[src/common/pec_pkg.sv]
// package: offsets, fields, resets, timing and types of the error counter block
package pec_pkg;

    // ----------------------------------------------------------------
    // register offsets
    // ----------------------------------------------------------------
    localparam logic [4:0] REG_FALSE_CARRIER = 5'h13;
    localparam logic [4:0] REG_DISCONNECT = 5'h14;
    localparam logic [4:0] REG_ERROR_FRAME = 5'h15;
    localparam logic [4:0] REG_SYMBOL_ERROR = 5'h16;
    localparam logic [4:0] REG_PREMATURE_EOF = 5'h17;
    localparam logic [4:0] REG_SLOW_EOF_ERROR = 5'h18;
    localparam logic [4:0] REG_JABBER_EVENT = 5'h19;
    localparam logic [4:0] REG_LED_JABBER_CTRL = 5'h1B;
    localparam logic [4:0] REG_CROSSOVER_CTRL = 5'h1C;
    localparam logic [4:0] REG_EVENT_STATUS = 5'h1D;
    localparam logic [4:0] REG_EVENT_MASK = 5'h1E;

    // ----------------------------------------------------------------
    // counter indices, base at the false carrier offset
    // ----------------------------------------------------------------
    localparam int NUM_CNT = 7;
    localparam int CNT_FC = 0;
    localparam int CNT_DISC = 1;
    localparam int CNT_EFRM = 2;
    localparam int CNT_SYM = 3;
    localparam int CNT_PEOF = 4;
    localparam int CNT_SEOF = 5;
    localparam int CNT_JAB = 6;
    localparam logic [15:0] CNT_RST = 16'h0000;
    localparam logic [15:0] CNT_FULL = 16'hFFFF;

    // ----------------------------------------------------------------
    // field positions and reset values
    // ----------------------------------------------------------------
    localparam int LJ_PROBE_BIT = 5;
    localparam int LJ_RXJAB_BIT = 3;
    localparam int LJ_LED_LSB = 0;
    localparam logic [15:0] LJ_WMASK = 16'h002F;
    localparam logic [15:0] LJ_RST = 16'h0000;
    localparam int XO_AUTO_BIT = 7;
    localparam int XO_MANUAL_BIT = 6;
    localparam int XO_STAT_BIT = 5;
    localparam int XO_DONE_BIT = 4;
    localparam int XO_TMR_LSB = 0;
    localparam logic [15:0] XO_WMASK = 16'h00CF;
    localparam logic [15:0] XO_RST = 16'h0000;
    localparam logic [6:0] MASK_RST = 7'h00;

    // ----------------------------------------------------------------
    // led routing codes
    // ----------------------------------------------------------------
    localparam logic [2:0] LED_ACT_LINK = 3'h0;
    localparam logic [2:0] LED_SPD_COL = 3'h1;
    localparam logic [2:0] LED_SPD_LINK = 3'h2;
    localparam logic [2:0] LED_ACT_COL = 3'h3;
    localparam logic [2:0] LED_OFF_OFF = 3'h4;
    localparam logic [2:0] LED_OFF_ON = 3'h5;
    localparam logic [2:0] LED_ON_OFF = 3'h6;
    localparam logic [2:0] LED_ON_ON = 3'h7;

    // ----------------------------------------------------------------
    // timing
    // ----------------------------------------------------------------
    localparam int SYM_RUN_LEN = 6;
    localparam int CLK_PERIOD_PS = 5000;
    localparam int SLOT_MIN_US = 80000;
    localparam int SLOT_MAX_US = 105000;
    localparam int SLOT_CODES = 15;
    localparam int SLOT_BASE_CYC = SLOT_MIN_US * (1000000 / CLK_PERIOD_PS);
    localparam int SLOT_STEP_CYC = (SLOT_MAX_US - SLOT_MIN_US)
        * (1000000 / CLK_PERIOD_PS) / SLOT_CODES;
    localparam int TMR_W = 25;

    // ----------------------------------------------------------------
    // types
    // ----------------------------------------------------------------
    typedef struct packed {
        logic false_carrier;
        logic disconnect;
        logic premature_eof;
        logic slow_eof_error;
        logic jabber_10;
    } pec_evt_t;

    typedef enum logic [1:0] {
        XO_FORCED = 2'b00,
        XO_HUNT = 2'b01,
        XO_LOCKED = 2'b10
    } pec_xo_state_t;

endpackage

[src/rtl/pec_error_counters.sv]
// error counters, led routing, jabber carrier gate and crossover control
//
// Operation
// false carrier count, 16 bits, advances per false carrier event
// disconnect count advances by one per disconnect event
// error frame count advances at most once per errored frame
// symbol error count advances on symbol errors
// each run of six consecutive bad symbols counts once
// premature end of frame count advances per event
// slow receive end of frame error count advances per event
// slow transmit jabber count advances per event
// counters saturate at all ones and clear when read
// bit 3 gates carrier sense off during fast jabber; resets 0
// three bit code routes functions or fixed levels to two leds
// bit 7 enables automatic crossover resolution
// with auto off, bit 6 forces crossover or straight pairs
// bit 5 reports pair configuration in use
// bit 4 reports resolution complete
// bits 3:0 set slot time, 80 ms to 105 ms, reset 0
// master writes zero to crossover bits 15:8
// slot codes spaced evenly between endpoints in clock cycles
// event during clearing read counts after clear; reset zeroes
`timescale 1ns/1ps

module pec_error_counters
    import pec_pkg::*;
#(
    parameter int SLOT_BASE = SLOT_BASE_CYC,
    parameter int SLOT_STEP = SLOT_STEP_CYC
) (
    // clock and reset
    input wire logic CLK,
    input wire logic RESET_N,
    // register port
    input wire logic [4:0] REG_ADDR,
    input wire logic [15:0] REG_WDATA,
    input wire logic REG_WR,
    input wire logic REG_RD,
    output logic [15:0] REG_RDATA,
    // datapath events
    input wire pec_evt_t EVT,
    input wire logic FRAME_ACTIVE,
    input wire logic RX_ERR,
    input wire logic SYM_STROBE,
    input wire logic SYM_BAD,
    // carrier sense
    input wire logic CRS_IN,
    input wire logic JABBER_100,
    output logic CRS_OUT,
    // leds
    input wire logic LED_ACT,
    input wire logic LED_LINK,
    input wire logic LED_SPEED,
    input wire logic LED_COL,
    output logic ACTIVITY_LED_N,
    output logic LINK_LED_N,
    // crossover
    input wire logic LINK_GOOD,
    output logic MDIX_SEL,
    // interrupt
    output logic IRQ
);

    // ----------------------------------------------------------------
    // declarations
    // ----------------------------------------------------------------
    logic [15:0] cnt_reg [NUM_CNT];
    logic [NUM_CNT-1:0] inc;
    logic [NUM_CNT-1:0] clr;
    logic err_seen_reg;
    logic [2:0] run_reg;
    logic sym_hit;
    logic [15:0] lj_reg;
    logic [15:0] xo_reg;
    logic [6:0] status_reg;
    logic [6:0] mask_reg;
    logic [15:0] rd_next;
    logic [15:0] rdata_reg;
    pec_xo_state_t xo_state_reg;
    pec_xo_state_t xo_state_next;
    logic [TMR_W-1:0] tmr_reg;
    logic [TMR_W-1:0] slot_lim;
    logic mdix_reg;
    logic [2:0] led_code;
    logic [1:0] led_on;

    // ----------------------------------------------------------------
    // event sources
    // ----------------------------------------------------------------
    assign sym_hit = SYM_STROBE && SYM_BAD && run_reg == 3'h0;
    assign inc[CNT_FC] = EVT.false_carrier;
    assign inc[CNT_DISC] = EVT.disconnect;
    assign inc[CNT_EFRM] = RX_ERR && FRAME_ACTIVE && !err_seen_reg;
    assign inc[CNT_SYM] = sym_hit;
    assign inc[CNT_PEOF] = EVT.premature_eof;
    assign inc[CNT_SEOF] = EVT.slow_eof_error;
    assign inc[CNT_JAB] = EVT.jabber_10;

    // one error-frame count per frame; the flag drops between frames
    always_ff @(posedge CLK) begin
        if (!RESET_N) begin
            err_seen_reg <= 1'b0;
        end else if (!FRAME_ACTIVE) begin
            err_seen_reg <= 1'b0;
        end else if (RX_ERR) begin
            err_seen_reg <= 1'b1;
        end
    end

    // bad symbol run: first of each group of six counts, good symbol restarts
    always_ff @(posedge CLK) begin
        if (!RESET_N) begin
            run_reg <= 3'h0;
        end else if (SYM_STROBE) begin
            if (!SYM_BAD) begin
                run_reg <= 3'h0;
            end else if (run_reg == 3'(SYM_RUN_LEN - 1)) begin
                run_reg <= 3'h0;
            end else begin
                run_reg <= run_reg + 3'h1;
            end
        end
    end

    // ----------------------------------------------------------------
    // saturating clear-on-read counters
    // ----------------------------------------------------------------
    genvar gi;
    generate
        for (gi = 0; gi < NUM_CNT; gi++) begin : g_cnt
            assign clr[gi] = REG_RD && REG_ADDR == REG_FALSE_CARRIER + 5'(gi);
            always_ff @(posedge CLK) begin
                if (!RESET_N) begin
                    cnt_reg[gi] <= CNT_RST;
                end else if (clr[gi]) begin
                    // old value was captured for the read; keep the new event
                    cnt_reg[gi] <= {15'h0000, inc[gi]};
                end else if (inc[gi] && cnt_reg[gi] != CNT_FULL) begin
                    cnt_reg[gi] <= cnt_reg[gi] + 16'h0001;
                end
            end
        end
    endgenerate

    // ----------------------------------------------------------------
    // control registers
    // ----------------------------------------------------------------
    always_ff @(posedge CLK) begin
        if (!RESET_N) begin
            lj_reg <= LJ_RST;
        end else if (REG_WR && REG_ADDR == REG_LED_JABBER_CTRL) begin
            lj_reg <= REG_WDATA & LJ_WMASK;
        end
    end

    // upper byte is not stored, so a stray write there cannot steer anything
    always_ff @(posedge CLK) begin
        if (!RESET_N) begin
            xo_reg <= XO_RST;
        end else if (REG_WR && REG_ADDR == REG_CROSSOVER_CTRL) begin
            xo_reg <= REG_WDATA & XO_WMASK;
        end
    end

    always_ff @(posedge CLK) begin
        if (!RESET_N) begin
            mask_reg <= MASK_RST;
        end else if (REG_WR && REG_ADDR == REG_EVENT_MASK) begin
            mask_reg <= REG_WDATA[6:0];
        end
    end

    // sticky event status; a new event wins over the clearing read
    always_ff @(posedge CLK) begin
        if (!RESET_N) begin
            status_reg <= 7'h00;
        end else if (REG_RD && REG_ADDR == REG_EVENT_STATUS) begin
            status_reg <= inc;
        end else begin
            status_reg <= status_reg | inc;
        end
    end

    always_ff @(posedge CLK) begin
        if (!RESET_N) begin
            IRQ <= 1'b0;
        end else begin
            IRQ <= |(status_reg & mask_reg);
        end
    end

    // ----------------------------------------------------------------
    // read path
    // ----------------------------------------------------------------
    always_comb begin
        rd_next = 16'h0000;
        if (REG_ADDR >= REG_FALSE_CARRIER
            && REG_ADDR <= REG_JABBER_EVENT) begin
            rd_next = cnt_reg[3'(REG_ADDR - REG_FALSE_CARRIER)];
        end else if (REG_ADDR == REG_LED_JABBER_CTRL) begin
            rd_next = lj_reg;
        end else if (REG_ADDR == REG_CROSSOVER_CTRL) begin
            rd_next = xo_reg;
            rd_next[XO_STAT_BIT] = mdix_reg;
            rd_next[XO_DONE_BIT] = xo_state_reg == XO_LOCKED;
        end else if (REG_ADDR == REG_EVENT_STATUS) begin
            rd_next = {9'h000, status_reg};
        end else if (REG_ADDR == REG_EVENT_MASK) begin
            rd_next = {9'h000, mask_reg};
        end
    end

    // data valid only in the cycle after the read strobe
    always_ff @(posedge CLK) begin
        if (!RESET_N) begin
            rdata_reg <= 16'h0000;
        end else if (REG_RD) begin
            rdata_reg <= rd_next;
        end else begin
            rdata_reg <= 16'h0000;
        end
    end
    assign REG_RDATA = rdata_reg;

    // ----------------------------------------------------------------
    // carrier sense gate and led routing
    // ----------------------------------------------------------------
    always_ff @(posedge CLK) begin
        if (!RESET_N) begin
            CRS_OUT <= 1'b0;
        end else begin
            CRS_OUT <= CRS_IN
                && !(lj_reg[LJ_RXJAB_BIT] && JABBER_100);
        end
    end

    assign led_code = lj_reg[LJ_LED_LSB +: 3];
    always_comb begin
        case (led_code)
            LED_ACT_LINK: led_on = {LED_ACT, LED_LINK};
            LED_SPD_COL: led_on = {LED_SPEED, LED_COL};
            LED_SPD_LINK: led_on = {LED_SPEED, LED_LINK};
            LED_ACT_COL: led_on = {LED_ACT, LED_COL};
            LED_OFF_OFF: led_on = 2'h0;
            LED_OFF_ON: led_on = 2'h1;
            LED_ON_OFF: led_on = 2'h2;
            default: led_on = 2'h3;
        endcase
    end

    // leds are active low; off during reset
    always_ff @(posedge CLK) begin
        if (!RESET_N) begin
            ACTIVITY_LED_N <= 1'b1;
            LINK_LED_N <= 1'b1;
        end else begin
            ACTIVITY_LED_N <= !led_on[1];
            LINK_LED_N <= !led_on[0];
        end
    end

    // ----------------------------------------------------------------
    // crossover resolution
    // ----------------------------------------------------------------
    // truncated step keeps code 15 a little under 105 ms
    assign slot_lim = TMR_W'(SLOT_BASE)
        + TMR_W'(xo_reg[XO_TMR_LSB +: 4]) * TMR_W'(SLOT_STEP);

    always_comb begin
        xo_state_next = xo_state_reg;
        case (xo_state_reg)
            XO_FORCED: begin
                if (xo_reg[XO_AUTO_BIT]) xo_state_next = XO_HUNT;
            end
            XO_HUNT: begin
                if (!xo_reg[XO_AUTO_BIT]) xo_state_next = XO_FORCED;
                else if (LINK_GOOD) xo_state_next = XO_LOCKED;
            end
            XO_LOCKED: begin
                if (!xo_reg[XO_AUTO_BIT]) xo_state_next = XO_FORCED;
                else if (!LINK_GOOD) xo_state_next = XO_HUNT;
            end
            default: xo_state_next = XO_FORCED;
        endcase
    end

    always_ff @(posedge CLK) begin
        if (!RESET_N) begin
            xo_state_reg <= XO_FORCED;
        end else begin
            xo_state_reg <= xo_state_next;
        end
    end

    always_ff @(posedge CLK) begin
        if (!RESET_N) begin
            tmr_reg <= '0;
            mdix_reg <= 1'b0;
        end else if (xo_state_reg != XO_HUNT || xo_state_next != XO_HUNT) begin
            tmr_reg <= '0;
            if (!xo_reg[XO_AUTO_BIT]) begin
                mdix_reg <= xo_reg[XO_MANUAL_BIT];
            end
        end else if (tmr_reg >= slot_lim - TMR_W'(1)) begin
            tmr_reg <= '0;
            mdix_reg <= !mdix_reg;
        end else begin
            tmr_reg <= tmr_reg + TMR_W'(1);
        end
    end
    assign MDIX_SEL = mdix_reg;
endmodule

[config.mk]
export PLATFORM = sky130hd
export DESIGN_NAME = pec_error_counters
export DESIGN_NICKNAME = d
export VERILOG_FILES = /design/src/common/pec_pkg.sv /design/src/rtl/pec_error_counters.sv
export SDC_FILE = /design/constraint.sdc
export NUM_CORES = 1
export LEC_CHECK = 0
export BUFFER_PORTS_ARGS = -buffer_cell sky130_fd_sc_hd__buf_4
export CAP_MARGIN = 5
export CORE_MARGIN = 10
export CORE_UTILIZATION = 50
export CTS_BUF_LIST = sky130_fd_sc_hd__clkbuf_2 sky130_fd_sc_hd__clkbuf_4 sky130_fd_sc_hd__clkbuf_8
export CTS_CLUSTER_SIZE = 14
export DETAILED_ROUTE_END_ITERATION = 7
export PLACE_DENSITY = 0.68
export SKIP_CTS_REPAIR_TIMING = 1
export SYNTH_ARGS = -nofsm -noshare
export SYNTH_HDL_FRONTEND = slang
export SYNTH_SLANG_ARGS = --single-unit
[constraint.sdc]
create_clock -name CLK -period 8 [get_ports CLK]
set_input_delay 1.2 -clock CLK [delete_from_list [all_inputs] [get_ports CLK]]
set_output_delay 1.2 -clock CLK [all_outputs]
set_load 0.02 [all_outputs]
# Word-level counts from Yosys, hierarchy flattened

Memory sizes are Yosys's and may differ from the RTL's.
Cells that the tools add are included.
Widths: inputs -> output; s select.

Bits of input ports: 41
Memory bits (writable): 112
Word-level logic and storage cells: 200
Memories kept: 1
Bits in registers: 77
Output and inout bits: 21

$add $sub $neg: 12
Eq/ne operators: 30
Magnitude comparators: 3
Bitwise logic cells: 17
Reduce and logical (&&, ||, !) cells: 40
Multiplexer cells: 82
Multiply operators: 1

Memory list:

| name    | words | width | read ports | clocked after Yosys merged registers in | write ports | RTL line                 | source |
|---|---|---|---|---|---|---|---|
| cnt_reg | 7     | 16    | 8          | 0                                       | 7           | pec_error_counters.sv:67 | `logic [15:0] cnt_reg [NUM_CNT];` |

Operators by type and width:

| kind                   | count |
|---|---|
| $mux 16                | 15 |
| $add 16x1->16 const B  | 7 |
| $ne 16x16->1 const B   | 7 |
| $eq 5x5->1 const B     | 11 |
| $mux 1                 | 53 |
| $add 24x23->25 const A | 1 |
| $add 25x1->25 const B  | 1 |
| $ge 25x25->1           | 1 |
| $logic_and 1x1->1      | 25 |
| $sub 25x1->25 const B  | 1 |
| $mul 4x19->23 const B  | 1 |
| $mux 7                 | 3 |
| $mux 8                 | 2 |
| $or 1x1->1             | 14 |
| $pmux 2 s7             | 1 |
| $eq 3x3->1 const B     | 4 |
| $mux 2                 | 5 |
| $and 7x7->7            | 1 |
| $or 7x7->7             | 1 |
| $reduce_or 7->1        | 1 |
| $eq 3x2->1 const B     | 2 |
| $logic_not 3->1        | 2 |
| $mux 3                 | 2 |
| $pmux 2 s3             | 1 |
| other kinds (16)       | 23 |

# Depth between registers and ports, before layout

Gate-level depths: netlist of run 1.

Word-level depth: 8
Mapped depth: 21
Depth with buffers taken out: 20

# Least setup slack after synthesis of run 1

OpenSTA, ideal clock, no wires.

Kind: reg-to-reg
Start point: reg xo_reg[3]
End point: reg tmr_reg[21]
Cell stages (with the launch flop): 21
Setup slack: 3.110 ns
Path buffers: 1
Clock period less this slack: 4.890 ns
Required time: 7.936 ns
Data arrival time: 4.826 ns
Setup time: 0.064 ns
Cells stage by stage: dfxtp_1 -> inv_1 -> fa_1 -> inv_1 -> fa_1 -> inv_1 -> ha_1 -> a21oi_2 -> nor2b_1 -> a2111o_1 -> a221o_1 -> a41oi_2 -> mux2_2 -> ha_1 -> a21o_1 -> a21oi_1 -> o211ai_1 -> o21ai_0 -> nand3_1 -> buf_2 -> nor2_1

Cells in the longest elaborated chain, start to end: 5

Ends and longest elaborated chain:

| item                      | RTL line                  | source |
|---|---|---|
| start, declared           | pec_error_counters.sv:74  | `logic [15:0] xo_reg;` |
| start signal, assigned    | pec_error_counters.sv:161 | `xo_reg <= REG_WDATA & XO_WMASK;` |
| $mul 4x19->23             | pec_error_counters.sv:267 | `+ TMR_W'(xo_reg[XO_TMR_LSB +: 4]) * TMR_W'(SLOT_STEP);` |
| $add 24x23->25            | pec_error_counters.sv:267 |  |
| $sub 25x1->25             | pec_error_counters.sv:304 | `end else if (tmr_reg >= slot_lim - TMR_W'(1)) begin` |
| $ge 25x25->1              | pec_error_counters.sv:304 |  |
| $reduce_or 3->1 (no line) | n/a                       |  |
| end signal, assigned      | pec_error_counters.sv:308 | `tmr_reg <= tmr_reg + TMR_W'(1);` |
| end, declared             | pec_error_counters.sv:81  | `logic [TMR_W-1:0] tmr_reg;` |

No other way between the ends.
A chain may end at the register's enable or synchronous reset.

# Worst setup path after layout of run 1

Start point: reg xo_reg[2]
End point: reg tmr_reg[14]

Same word-level chain as after synthesis.

==> results of run 1 <==
==> kinds of logic after synthesis <==
| kind of cell | share of synthesized area |
|---|---|
| XOR/XNOR | 0.1068 |
| AO/OA/AOI/OAI | 0.09274 |
| adder cells (fa/ha/maj) | 0.08872 |
| flip-flops | 0.4150 |
| buffers and inverters | 0.03038 |
| multiplexers | 0.05431 |
| AND/OR/NAND/NOR | 0.2120 |
==> worst max path at each step <==
stage                     startpoint  cells past startpoint     endpoint
after floorplan            xo_reg[3]                     20  tmr_reg[21]
after global placement     xo_reg[2]                     18   tmr_reg[0]
after detailed placement   xo_reg[2]                     18  tmr_reg[21]
after CTS                  xo_reg[2]                     18   tmr_reg[0]
after global routing       xo_reg[2]                     18   tmr_reg[0]
final                      xo_reg[2]                     18  tmr_reg[14]
==> final cells by class <==
class,instances,area (µm²),area share
Multi-Input combinational cell,969,6555,0.5090
Sequential cell,189,4905,0.3808
Timing Repair Buffer,56,420.4,0.03264
Tap cell,319,399.1,0.03099
Clock buffer,17,234.0,0.01817
Clock inverter,15,192.7,0.01496
Inverter,46,172.7,0.01341
==> per-stage QoR <==
stage / setup WS, ps / hold WS (ps)
6_report: 1673 / 469.2
5_1_grt: 1102 / 514.9
3_5_place_dp: 1675 / 459.7
4_1_cts: 1659 / 483.6
2_1_floorplan: 3110 / 425.5
3_3_place_gp: 1838 / 444.6
==> metal layers <==
layer / GRT usage / vias to the layer above / share of wire
met3: 0.03071 / 35 / 0.060
met5: 0 / - / 0
met1: 0.2705 / 4500 / 0.47
met4: 0.05843 / 0 / 0.018
met2: 0.2916 / 285 / 0.45
li1: - / 4504 / -
==> worst max-delay path, stage by stage, from the launching register on <==
cell	delay, ps
dfxtp_1	660
inv_1	310
ha_1	410
inv_1	140
fa_1	420
ha_1	360
nand2_1	100
nor2_1	50
a2111o_1	460
a221o_1	420
and3_1	190
a211oi_1	210
ha_1	300
and3_1	220
a221oi_2	300
o211ai_1	130
o21ai_0	440
nand3_1	810
nor2_1	300
==> power by group through the flow <==
stage / Sequential [µW] / Clock (µW) / Combinational, µW
final: 1140 / 690 / 220
after global routing: 1140 / 737 / 244
after CTS: 1140 / 702 / 220
after detailed placement: 1160 / 0 / 219
after global placement: 1160 / 0 / 215
after floorplan: 1140 / 0 / 154
==> cell usage in the layout (no fill, tap or decap), types with 28 or more instances in the layout <==
cell type / n
nand3_1: 83
ha_1: 75
xor2_1: 77
edfxtp_1: 112
o21ai_0: 28
dfxtp_1: 77
and3_1: 34
xnor2_1: 64
nand2_1: 99
a21oi_1: 63
inv_1: 45
buf_4: 56
nor2_1: 222
==> metrics.txt, run 1 <==
status finished clean; clock root cell clkbuf_8; fillers 2097; initial antenna violation count 2; # rows 56; Starting Density 0.5065; Net Switching 582.3 µW; layout cells sized above 1 0.09365; IO Port Bufs 53; total number of vias 9324; ys async rst share 0; HPWL after detailed placement 21.88 mm; die height 173.7 µm; post-synthesis register bit count 189; Setup CP Type reg -> reg; synth warn 0; Sw Share 0.2844; worst hold stages 1; largest net degree at the start of global routing 41; diodes inserted 0; Cells after DPL 1579; Cell variety after synth 72; number of synthesized flops with an enable pin 112; worst-skew pair later-pin latency 490 ps; Main synth FF type edfxtp_1; Setup-failing EPs final 0; hold path startpoint tmr_reg[0]; synthesized instance count 1246; startpoint types flop; grt ovf 0; I/O Pins 62; CTS max path bufs 2; Cell Pwr Density 159.0 mW/mm²; Total Power 2047 µW; CP endpoint kind flop; DIE AREA 0.03019 mm²; main area contributors after synthesis edfxtp_1 (28%), dfxtp_1 (13%), ha_1 (7.9%); Worst Skew 26.07 ps; core box area 0.02333 mm²; CP max FO 25; reg-to-reg slack, setup 1670 ps; setup TNS 0 ps; share of the synthesized area in the top cell type 0.2846; minimum clock period 6327 ps; VDD IR max 110.6 µV; Placer Congestion 0.8591; Layout Nets 1400; Slew HR 0.3530; total routed wirelength 29.10 mm; P_leak 0.004946 µW; max FFs per register 112; die extent in x 173.7 µm; Critical Path AT 6740 ps; WL/cell 18.06 µm; post-route cell area 0.01288 mm²; HP Class reg -> reg; Overall Global Routing Usage 0.1908; post-synth top area cell edfxtp_1; Logic pwr share 0.107; final hold violation count 0; final worst-path cycle share 0.7909; RSZ-0062 raised after global routing false; drt first pass iters 5; post-route ant nets 0; clk sink count 189; hold endpoint tmr_reg[0]; count leader, synth nor2_1; global-route wire length before repair 46.71 mm; Area growth, synth to finish 8.967%; clock power share 0.337; H-tree level count 4; R2R Path End tmr_reg[14]; critical path required time 8410 ps; Mapped Area 0.01182 mm²; top cells by count, synth nor2_1 (222), edfxtp_1 (112), nand2_1 (99); vias per cell 5.788; Least-Margin Pin Slew 967.8 ps; Area after DPL 0.01245 mm²; final core utilization 0.5520; fin. max-slew vios 0; number of global-route vias before repair 8662; # DRC 0; r2r startpoint xo_reg[2]; FF-to-FF path depth 18; Int Pwr 1465 µW; non-filler cells, final 1611; Post-Syn Area per Cell 9.485 µm²; Initial DRC Count 821; Seq/Total Area, Yosys 0.4150; Max Fclk 0.1581 GHz; Clock transition at path regs 110 ps; post-synth net total 1367; Sequential Power Share 0.556; CTS buffer count 17; CTS tree done; max-cap viol count 0
(Power assumes the default switching activity.)
==> inputs of run 2 (changes only) <==
--- a/config.mk
+++ b/config.mk
@@ -12,7 +12,7 @@
 export CTS_BUF_LIST = sky130_fd_sc_hd__clkbuf_2 sky130_fd_sc_hd__clkbuf_4 sky130_fd_sc_hd__clkbuf_8
 export CTS_CLUSTER_SIZE = 14
 export DETAILED_ROUTE_END_ITERATION = 7
-export PLACE_DENSITY = 0.68
+export PLACE_DENSITY = 0.71
 export SKIP_CTS_REPAIR_TIMING = 1
 export SYNTH_ARGS = -nofsm -noshare
 export SYNTH_HDL_FRONTEND = slang
==> constraint.sdc (replaced) <==
create_clock -name CLK -period 5.2 [get_ports CLK]
set_input_delay 0.78 -clock CLK [delete_from_list [all_inputs] [get_ports CLK]]
set_output_delay 0.78 -clock CLK [all_outputs]
set_load 0.02 [all_outputs]
==> run 2 against run 1 <==
Compared with the run above:
- cell area up 0.62%
- first-iteration DRC count up 34%
- sequential share of layout area down 0.23 points
- hold slack better by 1.1 ps
- combinational power up 56%
- clock power up 43%
- sequential power up 54%
- core utilization up 0.34 points
- cell count up 0.81%
- largest cell class unchanged
- largest power group unchanged
- highest routed layer unchanged
==> metrics.txt, run 2 (same netlist as run 1, synthesis figures left out) <==
clock root cell clkbuf_8; minimum clock period 4850 ps (-1477 ps); HP Class in -> reg; status finished clean; post-route ant nets 0 (unchanged); layout cells sized above 1 0.1066 (+0.01294); total routed wirelength 28.66 mm (-1.5%); die extent in x 173.7 µm (unchanged); most common cell after layout, fill and taps aside nor2_1; worst setup margin 350.3 ps (-1323 ps); CP max FO 25 (unchanged); Area growth, synth to finish 9.644%; Worst Skew 18.48 ps (-7.584 ps); most frequent cells in the layout nor2_1 (222), edfxtp_1 (112), nand2_1 (99), nand3_1 (83), xor2_1 (77); Critical Path AT 5280 ps (-1460 ps); grt ovf 0 (unchanged); CTS buffer count 17 (unchanged); Slew HR 0.3656 (+0.01255); critical path required time 5630 ps (-2780 ps); clk sink count 189 (unchanged); setup TNS 0 ps (unchanged); Least-Margin Pin Slew 951.6 ps (-16.12 ps); worst hold stages 2 (+1); max FFs per register 112 (unchanged); total number of vias 9258 (-0.71%); max-cap viol count 0 (unchanged); Cells after DPL 1591 (+0.76%); dpl ws 205.3 ps (-1470 ps); RSZ-0062 raised after global routing false; CP endpoint kind flop; Setup-failing EPs final 0 (unchanged); FF-to-FF path depth 19 (+1); core box area 0.02333 mm² (unchanged); number of global-route vias before repair 8590 (-0.83%); non-filler cells, final 1624 (+0.81%); VDD IR max 139.6 µV (+26%); H-tree level count 4 (unchanged); CTS max path bufs 2 (unchanged); HPWL after detailed placement 21.59 mm (-1.3%); initial antenna violation count 1 (-1); # DRC 0 (unchanged); Setup CP Type reg -> reg; global-route wire length before repair 45.78 mm (-2.0%); startpoint types flop; Clock transition at path regs 100 ps (about the same); final hold violation count 0 (unchanged); I/O Pins 62 (unchanged); die height 173.7 µm (unchanged); # rows 56 (unchanged); Overall Global Routing Usage 0.1860 (-0.004867); Cell Pwr Density 237.3 mW/mm² (+49%); Total Power 3075 µW (+50%); WL/cell 17.65 µm (-2.3%); fillers 2058 (-1.9%); final worst-path cycle share 0.9326 (+0.1418); reg-to-reg slack, setup 350 ps (-1320 ps); Placer Congestion 0.8831 (+2.8%); DIE AREA 0.03019 mm² (unchanged); largest net degree at the start of global routing 33 (-20%); worst-skew pair later-pin latency 490 ps (about the same); vias per cell 5.701 (-1.5%); Layout Nets 1412 (+0.86%); Max Fclk 0.2062 GHz (+30%); IO Port Bufs 53 (unchanged); P_leak 0.004998 µW (+1.0%); fin. max-slew vios 0 (unchanged); Starting Density 0.5065 (unchanged); drt first pass iters 6 (+1); CTS tree done; Initial DRC Count 1102 (+34%)
-- run 2: cell count changes in the layout (fill, tap and decap cells not counted), sizes merged --
cell / before / now
buf: 56 / 68
bufinv: 2 / 0
clkinv: 4 / 6
diode: 0 / 1
-- run 2: worst paths after layout --
kind	start	endpoint
hold reg to reg	tmr_reg[0]	tmr_reg[0]
setup / recovery	xo_reg[2]	tmr_reg[5]
hold / removal	JABBER_100	CRS_OUT
setup reg to reg	xo_reg[2]	tmr_reg[5]
-- run 2: critical path, cell delays in order (launching register included) --
cell and delay [ps]:
dfxtp_2 410, inv_1 70, ha_1 320, inv_1 140, fa_1 430, ha_1 360
nand2_1 110, nor2_1 50, a2111o_1 470, a221o_2 430, a41oi_2 180, mux2_2 360
ha_1 290, a21o_1 170, a21oi_2 200, o211ai_1 120, o21ai_0 220, nand3_1 100
buf_4 230, nor2_1 130
-- run 2: area by class of cell --
class / count / area, µm² / area share
multi-input combinational: 969 / 6570 / 0.5070
clock buffer: 17 / 234.0 / 0.01806
inverter: 46 / 172.7 / 0.01332
clock inverter: 15 / 163.9 / 0.01265
timing repair buffer: 68 / 510.5 / 0.03939
antenna: 1 / 2.502 / 0.0001931
tap: 319 / 399.1 / 0.03080
sequential: 189 / 4906 / 0.3786
-- run 2: routing by layer --
metal / vias to the layer above / global-route usage / share of wire
li1: 4527 / - / -
met1: 4369 / 0.2667 / 0.46
met2: 322 / 0.2749 / 0.44
met3: 40 / 0.03245 / 0.077
met4: 0 / 0.06591 / 0.023
met5: - / 0 / 0
-- run 2: power by group --
group          internal (µW)  switching [µW]  total (µW)
clock                    365             620         985
sequential              1660            86.9        1750
combinational            143             200         343
total                   2170             907        3080
-- run 2: per-stage QoR --
stage	hold WS (ps)	utilization	cell area (µm²)
after floorplan	425.5	-	11820
after global routing	464.3	0.5553	12960
final	470.3	0.5554	12960
after CTS	450.2	0.5546	12940
after global placement	443.9	0.5375	12540
after detailed placement	460.8	0.5375	12540
==> inputs of run 3 (changes only) <==
--- a/config.mk
+++ b/config.mk
@@ -9,10 +9,9 @@
 export CAP_MARGIN = 5
 export CORE_MARGIN = 10
 export CORE_UTILIZATION = 50
-export CTS_BUF_LIST = sky130_fd_sc_hd__clkbuf_2 sky130_fd_sc_hd__clkbuf_4 sky130_fd_sc_hd__clkbuf_8
 export CTS_CLUSTER_SIZE = 14
 export DETAILED_ROUTE_END_ITERATION = 7
-export PLACE_DENSITY = 0.71
+export PLACE_DENSITY = 0.82
 export SKIP_CTS_REPAIR_TIMING = 1
 export SYNTH_ARGS = -nofsm -noshare
 export SYNTH_HDL_FRONTEND = slang
==> run 3 against run 2 <==
Compared with the run above:
- via count grew 4.9%
- die area unchanged
- largest power group unchanged
- power is 12% higher
- clock power grew 36%
- sequential power about the same
==> metrics.txt, run 3 (same netlist as run 1, synthesis figures left out) <==
largest net degree at the start of global routing 33 (unchanged); H-tree level count 4 (unchanged); Setup CP Type reg -> reg; total number of vias 9708 (+4.9%); worst-skew pair later-pin latency 440 ps (-50 ps); post-route ant nets 0 (unchanged); initial antenna violation count 0 (-1); I/O Pins 62 (unchanged); clk sink count 189 (unchanged); fillers 1947 (-5.4%); die height 173.7 µm (unchanged); Reg area 0.004906 mm² (unchanged); Area growth, synth to finish 11.74%; Layout Nets 1414 (+0.14%); minimum clock period 4901 ps (+51.00 ps); IO Port Bufs 53 (unchanged); non-filler cells, final 1625 (+0.062%); Critical Path AT 5270 ps (about the same); global-route wire length before repair 47.98 mm (+4.8%); Worst Skew 13.21 ps (-5.270 ps); CTS tree done; CP endpoint kind flop; DIE AREA 0.03019 mm² (unchanged); P_leak 0.005102 µW (+2.1%); Starting Density 0.5065 (unchanged); most frequent cells in the layout nor2_1 (222), edfxtp_1 (112), nand2_1 (99), nand3_1 (83), xor2_1 (77); clock root cell clkbuf_16; WL/cell 18.18 µm (+3.0%); final hold violation count 0 (unchanged); HPWL after detailed placement 21.42 mm (-0.79%); Top Layer Used met4; # rows 56 (unchanged); Initial DRC Count 1279 (+16%); # DRC 0 (unchanged); critical path required time 5570 ps (-60 ps); Cell Pwr Density 260.1 mW/mm² (+9.6%); vias per cell 5.974 (+4.8%); DR WL met2 13.70 mm (+9.2%); startpoint types flop; Overall Global Routing Usage 0.1911 (+0.005147); setup TNS 0 ps (unchanged); Clock transition at path regs 70 ps (-30 ps); VDD IR max 196.4 µV (+41%); status finished clean; drt first pass iters 6 (unchanged); diodes inserted 0 (-1); RSZ-0062 raised after global routing false; number of global-route vias before repair 9194 (+7.0%); Max Fclk 0.2041 GHz (-1.0%); total routed wirelength 29.54 mm (+3.0%); CP max FO 25 (unchanged); die extent in x 173.7 µm (unchanged); metal1 wirelength 12.53 mm (-5.4%); HP Class reg -> reg; max FFs per register 112 (unchanged); max-cap viol count 0 (unchanged); Slew HR 0.4305 (+0.06497); Cells after DPL 1588 (-0.19%); most common cell after layout, fill and taps aside nor2_1; CTS max path bufs 2 (unchanged); layout cells sized above 1 0.1087 (+0.002134); multi-input logic area 0.006588 mm² (+0.27%); Placer Congestion 0.8869 (+0.43%); Setup-failing EPs final 0 (unchanged); fin. max-slew vios 0 (unchanged); WL met3 2.655 mm (+20%); grt ovf 0 (unchanged); CTS buffer count 17 (unchanged); final worst-path cycle share 0.9424 (+0.009807); core box area 0.02333 mm² (unchanged); Least-Margin Pin Slew 851.8 ps (-99.84 ps)
-- run 3: changes by cell type in the layout (fill, tap and decap cells not counted), sizes merged --
| cell | before | now |
|---|---|---|
| inv | 54 | 51 |
| bufinv | 0 | 1 |
| buf | 68 | 70 |
| clkbuf | 17 | 19 |
| diode | 1 | 0 |
-- run 3: metal layers --
layer,vias up,track usage
li1,4531,-
met1,4592,0.2584
met2,510,0.3024
met3,75,0.03638
met4,0,0.06021
met5,-,0
-- run 3: cell type report --
| cell class | instances | area share |
|---|---|---|
| Clock inverter | 13 | 0.01326 |
| Sequential cell | 189 | 0.3715 |
| Timing Repair Buffer | 70 | 0.04008 |
| Inverter | 46 | 0.01336 |
| Clock buffer | 19 | 0.03278 |
| Multi-Input combinational cell | 969 | 0.4988 |
| Tap cell | 319 | 0.03022 |
-- run 3: power by group --
group	switching (µW)	internal, µW	total [µW]
Clock	650	694	1340
Sequential	86.8	1660	1750
Combinational	201	143	344
-- run 3: final timing paths --
| kind | from | endpoint | slack [ps] | cells after the start |
|---|---|---|---|---|
| setup reg to reg | xo_reg[3] | tmr_reg[3] | 300 | 20 |
| setup / recovery | xo_reg[3] | tmr_reg[3] | 300 | 20 |
| hold / removal | run_reg[1] | run_reg[1] | 480 | 2 |
| hold reg to reg | run_reg[1] | run_reg[1] | 480 | 2 |
-- run 3: per-stage QoR --
stage	total power [µW]	setup slack [ps]	utilization	hold slack, ps	area [µm²]
after floorplan	1987	309.8	-	425.5	11820
after global placement	2097	368.2	0.5366	440.6	12520
after detailed placement	2110	204.8	0.5366	463.4	12520
after CTS	3434	113.4	0.5626	475.7	13130
after global routing	3543	12.99	0.5660	492.3	13210
final	3434	299.3	0.5660	480.3	13210
-- run 3: worst max-delay path: stages, from the launching register on --
cell and delay [ps]:
dfxtp_1 370, clkinvlp_4 170, fa_2 400, inv_1 80, fa_1 400, inv_1 70
ha_1 280, a21oi_2 170, nor2b_1 60, a2111o_1 410, a221o_2 450, a41oi_2 180
mux2_2 360, ha_1 300, a21o_1 180, a21oi_2 210, o211ai_1 130, o21ai_1 170
nand3_1 110, buf_6 190, nor2_1 130
